File: config.mk
export PLATFORM = sky130hd
export DESIGN_NAME = integer_compare_unit
export DESIGN_NICKNAME = d
export VERILOG_FILES = /design/src/core/compare_pkg.sv /design/src/core/integer_compare_unit.sv /design/src/core/magnitude_compare.sv
export SDC_FILE = /design/constraint.sdc
export NUM_CORES = 1
export LEC_CHECK = 0
export BUFFER_PORTS_ARGS = -buffer_cell sky130_fd_sc_hd__buf_2
export CAP_MARGIN = 10
export CORE_MARGIN = 2
export CORE_UTILIZATION = 40
export DETAILED_ROUTE_END_ITERATION = 16
export PLACE_DENSITY = 0.88
export RECOVER_POWER = 100
export REMOVE_ABC_BUFFERS = 1
export SYNTH_ARGS = -nofsm -noshare
export SYNTH_HDL_FRONTEND = slang
export SYNTH_SLANG_ARGS = --single-unit
File: constraint.sdc
create_clock -name clk_sys -period 0.8 [get_ports clk_sys]
set_input_delay 0.08 -clock clk_sys [delete_from_list [all_inputs] [get_ports clk_sys]]
set_output_delay 0.08 -clock clk_sys [all_outputs]
set_load 0.005 [all_outputs]
File: src/core/compare_pkg.sv
// Purpose: Shared constants for the integer compare unit
// Assumes: 32-bit datapath, register-type field layout below
// Notes: Immediate-type opcodes sit in the low six bits as well
package compare_pkg;
   localparam int DATA_W = 32;
   localparam int IMM_W = 16;
   // Register-type field positions
   localparam int SRC_A_HI = 31;
   localparam int SRC_A_LO = 27;
   localparam int SRC_B_HI = 26;
   localparam int SRC_B_LO = 22;
   localparam int DST_C_HI = 21;
   localparam int DST_C_LO = 17;
   localparam int EXT_OP_HI = 16;
   localparam int EXT_OP_LO = 11;
   localparam int SHIFT_HI = 10;
   localparam int SHIFT_LO = 6;
   localparam int PRIM_OP_HI = 5;
   localparam int PRIM_OP_LO = 0;
   localparam int IMM_HI = 21;
   localparam int IMM_LO = 6;
   // Opcodes
   localparam logic [5:0] OP_RTYPE = 6'h3a;
   localparam logic [5:0] EXT_SIGNED_LT = 6'h10;
   localparam logic [5:0] EXT_SIGNED_GE = 6'h08;
   localparam logic [5:0] EXT_UNSIGNED_GE = 6'h28;
   localparam logic [5:0] EXT_UNSIGNED_LT = 6'h30;
   localparam logic [4:0] SHIFT_ZERO = 5'h00;
   localparam logic [5:0] OP_SIGNED_GE_IMM = 6'h08;
   localparam logic [5:0] OP_UNSIGNED_GE_IMM = 6'h28;
   localparam logic [5:0] OP_SIGNED_LT_IMM = 6'h10;
   localparam logic [5:0] OP_UNSIGNED_LT_IMM = 6'h30;
   // Compare kinds
   typedef enum logic [1:0] {
      CMP_LT = 2'b00,
      CMP_GE = 2'b01
   } cmp_kind_t;
endpackage : compare_pkg

File: src/core/integer_compare_unit.sv
// Purpose: Compare unit of the integer datapath, one result per instruction
// Assumes: Operands are read from the register file in the issue cycle
// Notes: Result is registered, valid one cycle after issue
`timescale 1ns/100ps
module integer_compare_unit #(
   parameter int DATA_W = compare_pkg::DATA_W
) (
   // Clock and reset
   input wire logic clk_sys,
   input wire logic reset_n,
   // Issue
   input wire logic issueValid,
   input wire logic [31:0] instrWord,
   input wire logic [DATA_W-1:0] src_a_reg,
   input wire logic [DATA_W-1:0] reg_b,
   // Result
   output logic resultValid,
   output logic [DATA_W-1:0] resultData,
   output logic [4:0] resultDest,
   output logic illegalOp
);
   // Elaboration checks: the datapath width and the field map are fixed
   initial begin
      if (DATA_W != compare_pkg::DATA_W) begin
         $error("integer_compare_unit supports only a 32-bit datapath");
      end
      if (compare_pkg::IMM_HI - compare_pkg::IMM_LO + 1 != compare_pkg::IMM_W) begin
         $error("integer_compare_unit immediate field does not match its width");
      end
      // Register-type fields must tile the word with no gap or overlap
      if (compare_pkg::SRC_A_LO != compare_pkg::SRC_B_HI + 1 ||
          compare_pkg::SRC_B_LO != compare_pkg::DST_C_HI + 1 ||
          compare_pkg::DST_C_LO != compare_pkg::EXT_OP_HI + 1 ||
          compare_pkg::EXT_OP_LO != compare_pkg::SHIFT_HI + 1 ||
          compare_pkg::SHIFT_LO != compare_pkg::PRIM_OP_HI + 1) begin
         $error("integer_compare_unit field map has a gap or overlap");
      end
   end

   // Field extraction
   wire logic [5:0] primOp = instrWord[compare_pkg::PRIM_OP_HI:compare_pkg::PRIM_OP_LO];
   wire logic [5:0] extOp = instrWord[compare_pkg::EXT_OP_HI:compare_pkg::EXT_OP_LO];
   wire logic [4:0] shiftField = instrWord[compare_pkg::SHIFT_HI:compare_pkg::SHIFT_LO];
   wire logic [4:0] fieldB = instrWord[compare_pkg::SRC_B_HI:compare_pkg::SRC_B_LO];
   wire logic [4:0] fieldC = instrWord[compare_pkg::DST_C_HI:compare_pkg::DST_C_LO];
   wire logic [15:0] immediate_value = instrWord[compare_pkg::IMM_HI:compare_pkg::IMM_LO];

   // Decode; the swapped pseudo forms arrive already as base opcodes
   wire logic isRtype = (primOp == compare_pkg::OP_RTYPE) &&
                        (shiftField == compare_pkg::SHIFT_ZERO);
   wire logic rSignedLt = isRtype && (extOp == compare_pkg::EXT_SIGNED_LT);
   wire logic rSignedGe = isRtype && (extOp == compare_pkg::EXT_SIGNED_GE);
   wire logic rUnsignedLt = isRtype && (extOp == compare_pkg::EXT_UNSIGNED_LT);
   wire logic rUnsignedGe = isRtype && (extOp == compare_pkg::EXT_UNSIGNED_GE);
   wire logic iSignedGe = primOp == compare_pkg::OP_SIGNED_GE_IMM;
   wire logic iUnsignedGe = primOp == compare_pkg::OP_UNSIGNED_GE_IMM;
   wire logic iSignedLt = primOp == compare_pkg::OP_SIGNED_LT_IMM;
   wire logic iUnsignedLt = primOp == compare_pkg::OP_UNSIGNED_LT_IMM;
   wire logic isRegForm = rSignedLt | rSignedGe | rUnsignedLt | rUnsignedGe;
   wire logic isImmForm = iSignedGe | iUnsignedGe | iSignedLt | iUnsignedLt;
   wire logic decodeHit = isRegForm | isImmForm;

   // Issue outcome: a decoded issue gives a result, anything else a refusal
   wire logic acceptIssue = issueValid && decodeHit;
   wire logic refuseIssue = issueValid && !decodeHit;

   // Operand shaping: sign or zero extension of the immediate
   wire logic immSigned = iSignedGe | iSignedLt;
   wire logic [DATA_W-1:0] immExt = immSigned ?
      {{(DATA_W - 16){immediate_value[15]}}, immediate_value} :
      {{(DATA_W - 16){1'b0}}, immediate_value};
   // Immediate forms ignore reg_b; register forms ignore the immediate bits
   wire logic [DATA_W-1:0] rhsOperand = isImmForm ? immExt : reg_b;
   wire logic signedCmp = rSignedLt | rSignedGe | immSigned;
   wire logic wantGe = rSignedGe | rUnsignedGe | iSignedGe | iUnsignedGe;
   wire logic [4:0] destSel = isImmForm ? fieldB : fieldC;

   // Shared magnitude comparator
   wire logic aLessB;
   magnitude_compare #(
      .WIDTH(DATA_W)
   ) u_cmp (
      .lhs(src_a_reg),
      .rhs(rhsOperand),
      .isSigned(signedCmp),
      .lessThan(aLessB)
   );

   // Greater-or-equal is the inverse of less-than
   wire logic cmpBit = wantGe ? ~aLessB : aLessB;
   wire logic [DATA_W-1:0] next_resultData = {{(DATA_W - 1){1'b0}}, cmpBit};

   // Result register; data holds its last value when nothing issues
   // Holding saves a write-back mux and lets a refused issue leave no trace
   always_ff @(posedge clk_sys or negedge reset_n) begin
      if (!reset_n) begin
         resultValid <= 1'b0;
         resultData <= '0;
         resultDest <= 5'h00;
         illegalOp <= 1'b0;
      end else begin
         resultValid <= acceptIssue;
         illegalOp <= refuseIssue;
         if (acceptIssue) begin
            resultData <= next_resultData;
            resultDest <= destSel;
         end
      end
   end

   // Checks
   AST_SLT_REG: assert property (@(posedge clk_sys) disable iff (!reset_n)
      issueValid && rSignedLt |=> resultValid &&
      resultData == {31'h0, $signed($past(src_a_reg)) < $signed($past(reg_b))})
      else $error("signed less-than register result wrong");
   AST_SLT_DECODE: assert property (@(posedge clk_sys) disable iff (!reset_n)
      issueValid && primOp == 6'h3a && extOp == 6'h10 && shiftField == 5'h00
      |=> resultValid && resultDest == $past(instrWord[21:17]))
      else $error("signed less-than register not decoded");
   AST_FIELDS: assert property (@(posedge clk_sys) disable iff (!reset_n)
      issueValid && instrWord[5:0] == 6'h3a && instrWord[10:6] != 5'h00 |=> illegalOp)
      else $error("nonzero shift field accepted");

   // Swapped-operand base forms on register operands
   AST_ULT_REG: assert property (@(posedge clk_sys) disable iff (!reset_n)
      issueValid && rUnsignedLt |=> resultData[0] == ($past(src_a_reg) < $past(reg_b)))
      else $error("unsigned less-than register result wrong");
   AST_SGE_REG: assert property (@(posedge clk_sys) disable iff (!reset_n)
      issueValid && rSignedGe |=>
      resultData[0] == ($signed($past(src_a_reg)) >= $signed($past(reg_b))))
      else $error("signed ge register result wrong");
   AST_UGE_REG: assert property (@(posedge clk_sys) disable iff (!reset_n)
      issueValid && rUnsignedGe |=> resultData[0] == ($past(src_a_reg) >= $past(reg_b)))
      else $error("unsigned ge register result wrong");

   // Immediate forms, checked against the raw immediate bits
   AST_UGE_IMM: assert property (@(posedge clk_sys) disable iff (!reset_n)
      issueValid && iUnsignedGe |=> resultDest == $past(instrWord[26:22]) &&
      resultData[0] == ($past(src_a_reg) >= {16'h0, $past(instrWord[21:6])}))
      else $error("unsigned ge immediate result wrong");
   AST_SLT_IMM: assert property (@(posedge clk_sys) disable iff (!reset_n)
      issueValid && iSignedLt |=> resultData[0] ==
      ($signed($past(src_a_reg)) < $signed({{16{$past(instrWord[21])}}, $past(instrWord[21:6])})))
      else $error("signed lt immediate result wrong");
   AST_ULT_IMM: assert property (@(posedge clk_sys) disable iff (!reset_n)
      issueValid && iUnsignedLt |=>
      resultData[0] == ($past(src_a_reg) < {16'h0, $past(instrWord[21:6])}))
      else $error("unsigned lt immediate result wrong");

   // Register forms name the C field, immediate forms the B field
   AST_REG_DEST: assert property (@(posedge clk_sys) disable iff (!reset_n)
      issueValid && isRegForm
      |=> resultValid && resultDest == $past(instrWord[21:17]))
      else $error("register form destination wrong");
   AST_IMM_DEST: assert property (@(posedge clk_sys) disable iff (!reset_n)
      issueValid && isImmForm
      |=> resultValid && resultDest == $past(instrWord[26:22]))
      else $error("immediate form destination wrong");

   // Signed greater-or-equal immediate shares the sign-extension path
   AST_SGE_IMM: assert property (@(posedge clk_sys) disable iff (!reset_n)
      issueValid && iSignedGe |=> resultData[0] ==
      ($signed($past(src_a_reg)) >=
       $signed({{16{$past(instrWord[21])}}, $past(instrWord[21:6])})))
      else $error("signed ge immediate result wrong");

   // Equal operands: the swapped le forms answer 1, the lt and gt forms 0
   AST_SGE_EQUAL: assert property (@(posedge clk_sys) disable iff (!reset_n)
      issueValid && rSignedGe && src_a_reg == reg_b |=> resultData[0])
      else $error("signed ge on equal operands gave 0");
   AST_UGE_EQUAL: assert property (@(posedge clk_sys) disable iff (!reset_n)
      issueValid && rUnsignedGe && src_a_reg == reg_b |=> resultData[0])
      else $error("unsigned ge on equal operands gave 0");
   AST_ULT_EQUAL: assert property (@(posedge clk_sys) disable iff (!reset_n)
      issueValid && rUnsignedLt && src_a_reg == reg_b |=> !resultData[0])
      else $error("unsigned lt on equal operands gave 1");
   AST_SLT_EQUAL: assert property (@(posedge clk_sys) disable iff (!reset_n)
      issueValid && rSignedLt && src_a_reg == reg_b |=> !resultData[0])
      else $error("signed lt on equal operands gave 1");

   // Equal immediate: the ge form answers 1, the lt form 0
   AST_UGE_IMM_EQUAL: assert property (@(posedge clk_sys) disable iff (!reset_n)
      issueValid && iUnsignedGe && src_a_reg == {16'h0, instrWord[21:6]} |=> resultData[0])
      else $error("unsigned ge immediate on equal value gave 0");
   AST_SLT_IMM_EQUAL: assert property (@(posedge clk_sys) disable iff (!reset_n)
      issueValid && iSignedLt && src_a_reg == {{16{instrWord[21]}}, instrWord[21:6]}
      |=> !resultData[0])
      else $error("signed lt immediate on equal value gave 1");

   // Only bit 0 carries the answer; the upper bits stay clear
   AST_UPPER_ZERO: assert property (@(posedge clk_sys) disable iff (!reset_n)
      resultData[DATA_W-1:1] == '0)
      else $error("result has upper bits set");

   // Outside an accepted issue the result and destination hold
   AST_DATA_HOLD: assert property (@(posedge clk_sys) disable iff (!reset_n)
      !resultValid |-> $stable(resultData) && $stable(resultDest))
      else $error("result changed without an accepted issue");

   // Without an issue nothing answers; never both answers at once
   AST_IDLE_QUIET: assert property (@(posedge clk_sys) disable iff (!reset_n)
      !issueValid |=> !resultValid && !illegalOp)
      else $error("answer without an issue");
   AST_ONE_ANSWER: assert property (@(posedge clk_sys) disable iff (!reset_n)
      !(resultValid && illegalOp))
      else $error("result and refusal shown together");

   // Primary opcodes outside the compare set are refused
   AST_UNKNOWN_OP: assert property (@(posedge clk_sys) disable iff (!reset_n)
      issueValid && !(instrWord[5:0] inside {6'h3a, 6'h08, 6'h28, 6'h10, 6'h30})
      |=> illegalOp && !resultValid)
      else $error("unknown opcode not refused");

   // Register-type words with an extension outside the set are refused
   AST_UNKNOWN_EXT: assert property (@(posedge clk_sys) disable iff (!reset_n)
      issueValid && instrWord[5:0] == 6'h3a &&
      !(instrWord[16:11] inside {6'h10, 6'h08, 6'h30, 6'h28})
      |=> illegalOp && !resultValid)
      else $error("unknown extension not refused");
endmodule : integer_compare_unit

File: src/core/magnitude_compare.sv
// Purpose: Signed or unsigned less-than of two words
// Assumes: Purely combinational
// Notes: Signed compare flips both sign bits and reuses the unsigned path
`timescale 1ns/100ps
module magnitude_compare #(
   parameter int WIDTH = 32
) (
   // Operands
   input wire logic [WIDTH-1:0] lhs,
   input wire logic [WIDTH-1:0] rhs,
   input wire logic isSigned,
   // Result
   output logic lessThan
);
   initial begin
      if (WIDTH < 2) begin
         $error("magnitude_compare needs at least two bits");
      end
   end

   // Inverting the sign bits maps signed order onto unsigned order
   wire logic [WIDTH-1:0] biasA = {lhs[WIDTH-1] ^ isSigned, lhs[WIDTH-2:0]};
   wire logic [WIDTH-1:0] biasB = {rhs[WIDTH-1] ^ isSigned, rhs[WIDTH-2:0]};
   assign lessThan = biasA < biasB;
endmodule : magnitude_compare

== Word-level counts from Yosys, hierarchy flattened ==
Cells that the tools add are included.

* Magnitude comparators: 1
* $mul: 0
* Bitwise logic cells: 15
* Mux-type cells: 4
* Reductions and logical operators: 9
* Shift-type cells: 0
* Add/sub/neg operators: 0
* Equal/unequal tests: 9
* Divide/modulo/power cells: 0

{| class="wikitable"
|+ Operators by type and width
! operator !! number
|-
| $mux 32 || 2
|-
| $lt 32x32->1 || 1
|-
| $eq 6x6->1 const B || 5
|-
| $eq 6x4->1 const B || 2
|-
| $eq 6x5->1 const B || 2
|-
| $or 1x1->1 || 12
|-
| $logic_and 1x1->1 || 7
|-
| $logic_not 5->1 || 1
|-
| $mux 5 || 1
|-
| $xor 1x1->1 || 2
|-
| $logic_not 1->1 || 1
|-
| $mux 1 || 1
|-
| $not 1->1 || 1
|}

* ROM bits: 0
* Latch bits: 0
* Input port bits: 99
* Word-level logic and storage cells: 42
* RAM bits: 0
* Register bits after elaboration: 8
* Output and inout bits: 39
* Memories kept: 0

== Longest topological paths before layout ==
* Depth in word-level cells: 9
* Mapped depth: 13
* Mapped depth without buffers: 12

== Hierarchy ==
Synthesis repeated with hierarchy kept, for this count alone.

* Cells, all modules: 219
* Area total of the unflattened synthesis: 1,879.3 µm²

{| class="wikitable"
|+ Modules (own cells, without submodules)
! module !! times used !! cells each !! area each (µm²) !! sequential area each (µm²)
|-
| integer_compare_unit || 1 || 107 || 1,084.8 || 200.2
|-
| magnitude_compare || 1 || 112 || 794.5 || 0.0
|}

== Least setup slack after synthesis ==
Ideal clock, no wire load.

* Path type: input to register
* Start point: input instrWord[7]
* End point: register resultData[0]
* Setup slack: -1.770 ns
* Arrival time: 2.474 ns
* Buffers on the path: 0
* Required time: 0.705 ns
* Stages on the path: 12
* Library setup time: 0.095 ns
* Cell sequence: nor4b_1 nand4_1 or4b_1 a211oi_1 a21oi_1 ha_1 nand4_1 nor2_1 nand3_1 and4_1 and3b_1 o31ai_1

* Word-level cells in the longest chain between the ends: 9
* Elaborated cells on any way between the ends: 22
* Classes of those cells: order compare: 1; mux: 3; bitwise: 11; reduce/logical: 7

{| class="wikitable"
|+ RTL lines
! item !! RTL line !! RTL
|-
| from (decl) || integer_compare_unit.sv:13 || <nowiki>input wire logic [31:0] instrWord,</nowiki>
|-
| $logic_not 5->1 || integer_compare_unit.sv:50 || <nowiki>(shiftField == compare_pkg::SHIFT_ZERO);</nowiki>
|-
| $logic_and 1x1->1 || integer_compare_unit.sv:49 || <nowiki>wire logic isRtype = (primOp == compare_pkg::OP_RTYPE) &&</nowiki>
|-
| $logic_and 1x1->1 (on tied branches) || integer_compare_unit.sv:51, integer_compare_unit.sv:52 ||
|-
| $or 1x1->1 || integer_compare_unit.sv:59, integer_compare_unit.sv:74 ||
|-
| $or 1x1->1 || integer_compare_unit.sv:74 || <nowiki>wire logic signedCmp = rSignedLt | rSignedGe | immSigned;</nowiki>
|-
| $xor 1x1->1 (on tied branches) || magnitude_compare.sv:22, magnitude_compare.sv:23 ||
|-
| $lt 32x32->1 || magnitude_compare.sv:24 || <nowiki>assign lessThan = biasA < biasB;</nowiki>
|-
| $not 1->1 || integer_compare_unit.sv:90 || <nowiki>wire logic cmpBit = wantGe ? ~aLessB : aLessB;</nowiki>
|-
| $mux 1 || integer_compare_unit.sv:90 ||
|-
| to (signal assigned) || integer_compare_unit.sv:105 || <nowiki>resultData <= next_resultData;</nowiki>
|-
| to (decl) || integer_compare_unit.sv:18 || <nowiki>output logic [DATA_W-1:0] resultData,</nowiki>
|}

Several ways; a longest one is shown, not always the timed one.
A chain may end at the register's enable or synchronous reset.

== Worst setup path in the final report ==
* Start point: input instrWord[12]
* End point: register resultData[0]

* Word-level cells in the longest chain between the ends: 8
* Elaborated cells on any way between the ends: 24
* Classes of those cells: order compare: 1; eq/ne: 4; mux: 3; bitwise: 11; reduce/logical: 5

{| class="wikitable"
|+ RTL lines
! item !! RTL line
|-
| $eq 6x5->1 / $eq 6x4->1 (equally long branches) || integer_compare_unit.sv:51, integer_compare_unit.sv:52
|-
| $logic_and 1x1->1 (on tied branches) || integer_compare_unit.sv:51, integer_compare_unit.sv:52
|-
| $or 1x1->1 || integer_compare_unit.sv:59, integer_compare_unit.sv:74
|-
| $or 1x1->1 || integer_compare_unit.sv:74
|-
| $xor 1x1->1 (on tied branches) || magnitude_compare.sv:22, magnitude_compare.sv:23
|-
| $lt 32x32->1 || magnitude_compare.sv:24
|-
| $not 1->1 || integer_compare_unit.sv:90
|-
| $mux 1 || integer_compare_unit.sv:90
|}

Several ways; a longest one is shown, not always the timed one.

==> flow_summary.yaml <==
clock_network:
  htreeDepth: 1
  numClockSinks: 8
  clk_path_buf_depth: 2
  cts_made_buffers: 3
  cts-root-buf: "clkbuf_8"
  cts_tree: "built"
  cts.reportedPaths.clkPinSlew_ns: 0.04
  clock_latency_ns: 0.22
critical_path:
  cp-start-kind: "input port"
  critPathRequiredTime_ns: 0.93
  worstSetupPathType: "in -> reg"
  cp-end-kind: "flop"
  cp_max_fo: 3
  critical_path_arrival_ns: 2.55
synthesis:
  syn_area_um2: 1685
  synth_edf_count: 0
  synthCells: 212
  yosys-top-cells-count: "buf_4 (31), ha_1 (31), o21ai_1 (24)"
  ys_seq_area_share_pct: 11.88
  synth.top_cells.by_area: "ha_1 (23%), buf_4 (14%), dfrtp_1 (12%)"
  ys_types: 40
  synth_top_cell_by_area: "ha_1"
  yosys_warnings: 0
  syn_avg_cell_area_um2: 7.950
  synth_flop_cell: "dfrtp_1"
  synth_top_area_share_pct: 23.01
  ys_async_sr_fraction_pct: 100.0
  synth-seq-cells: 8
finish:
  syn_to_final_growth_pct: 47.07
  layout.nets: 463
  layout-drive-gt1-share_pct: 43.20
  fin_area_um2: 2479
  n_antenna_cell: 0
timing:
  holdWs_ns: 0.1311
  final.period_utilization_pct: 302.9
  fmax_ghz: 0.4127
  fin_setup_tns_ns: -4.139
  drv_slew: 0
  finalHoldViolCount: 0
  post-route-min-period_ns: 2.423
  worst_slack_ns: -1.623
  fin_worst_skew_ns: 0
  setup_violations: 9
  rsz0062_at_grt: "true"
power:
  power.density_nw_per_um2: 877.2
  seqPwrFrac_pct: 24.1
  power_frac_comb_pct: 54.0
  p_leak_nw: 1.464
  ir_drop_uv: 376.2
  clockPowerShare_pct: 22.0
  p_int_w: 0.001430
  report.power.total_w: 0.002174
  switchingPower_w: 0.0007446
  switching_share_pct: 34.24
floorplanning:
  core_area_um2: 4029
  row_count: 23
  die_area_um2: 4749
  dieHeight_um: 68.91
  ioPinCount: 138
  start_util_pct: 41.83
  die_w_um: 68.91
grt:
  track_usage_pct: 19.22
  grt_first_pass_wirelength_mm: 7.065
  grt_pass1_vias: 1731
  gr-total-overflow: 0
  grt_max_degree: 17
  antenna_found_initial: 0
detailed_routing:
  ant_nets: 0
  wl_met3_um: 351
  drt_wl_total_mm: 4.789
  drt_iter0_drc: 62
  wl_met2_mm: 2.651
  num_vias: 1889
  wl_met1_mm: 1.743
  wl_per_cell_um: 12.57
  highest_layer: "met4"
  first_pass_iters: 4
  drc: 0
  vias_per_cell: 4.958
worst_hold_path:
  hold_class: "in -> reg"
run_status:
  status: "complete, but fails checks"
  failed_checks: "negative setup slack"
placement:
  place_area_um2: 2278
  post-place-ws_ns: -2.107
  hpwlAfterDp_mm: 4.070
  globalplace.congestion: 0.7500
  port_buffers: 101
job:
  cap_violations: 0
-- timing repair --
item,in CTS,in global routing
gates resized for setup,11,15
endpoints found under the hold margin,8,0
buffers inserted,1,1
endpoints found under the setup margin,11,16
hold buffers,1,0
pin swaps,13,3
-- cells by family after synthesis --
kind of cell | share of synthesized area [%]
XOR/XNOR | 2.079
AO/OA/AOI/OAI | 17.08
multiplexers | 11.58
adder cells (fa/ha/maj) | 23.01
AND/OR/NAND/NOR | 18.34
buffers and inverters | 15.81
flip-flops | 11.88
other | 0.2225
-- layout make-up --
type / count / area, um2
clock buffers: 3 / 41.29
fillers: 375 / 1550
inverters: 3 / 11.26
multi-input cells: 194 / 1434
flip-flops and latches: 8 / 200.2
well taps: 50 / 62.56
repair buffers: 123 / 729.5
-- critical path, cell delays in order --
cell	delay (ns)
buf_6	0.09
nor4b_2	0.26
nand2_1	0.09
or4b_4	0.56
a211oi_2	0.19
a21oi_1	0.07
ha_1	0.31
nand4_1	0.11
nor2_2	0.16
nand2_1	0.06
and4_1	0.20
and3b_1	0.19
o31ai_2	0.18
-- flip-flops by register name, indices dropped and copies added (netlist names) --
name and flops:
resultDest 5, illegalOp 1, resultData 1, resultValid 1
-- stage by stage --
step           utilization, %  std cells
2_1_floorplan               -        205
3_3_place_gp            56.55        375
3_5_place_dp            56.55        375
4_1_cts                 59.57        380
5_1_grt                 61.52        381
6_report                61.52        381
-- per-layer routing --
| metal | GRT usage (%) | up-vias |
|---|---|---|
| met5 | 0 | - |
| met2 | 37.62 | 73 |
| met4 | 4.167 | 0 |
| li1 | - | 966 |
| met3 | 2.435 | 8 |
| met1 | 21.88 | 842 |
-- worst paths after layout --
check / from / to / slack [ns] / cells past startpoint
max: instrWord[12] / resultData[0] / -1.62 / 13
min: instrWord[24] / resultDest[2] / 0.13 / 3
max reg2reg: resultDest[4] / resultDest[4] / 0.09 / 3
min reg2reg: resultDest[2] / resultDest[2] / 0.48 / 2
max in group asynchronous: reset_n / resultData[0] / 0.21 / 2
min in group asynchronous: reset_n / resultDest[3] / 0.30 / 2
-- power groups by stage --
stage / Sequential, W / Combinational, W / Clock [W]
detailed placement: 0.000531 / 0.00106 / 0
global placement: 0.000530 / 0.00103 / 0
floorplan: 0.000541 / 0.000521 / 0
global route: 0.000537 / 0.00135 / 0.000522
CTS: 0.000523 / 0.00112 / 0.000480
finish: 0.000523 / 0.00117 / 0.000477
-- cell usage in the layout (no fill, tap or decap), types with 3 or more instances in the layout --
cell type and n:
o21ai_1 24, nor2_1 7, xor2_1 3, a21oi_1 17, buf_2 96, nand2_1 16, o21ai_0 4, conb_1 31
nand3_1 3, mux2i_1 18, buf_6 6, dfrtp_1 8, buf_4 17, nand4_1 5, ha_1 31, clkbuf_8 3
No activity file was read; power rests on OpenSTA's default activity.
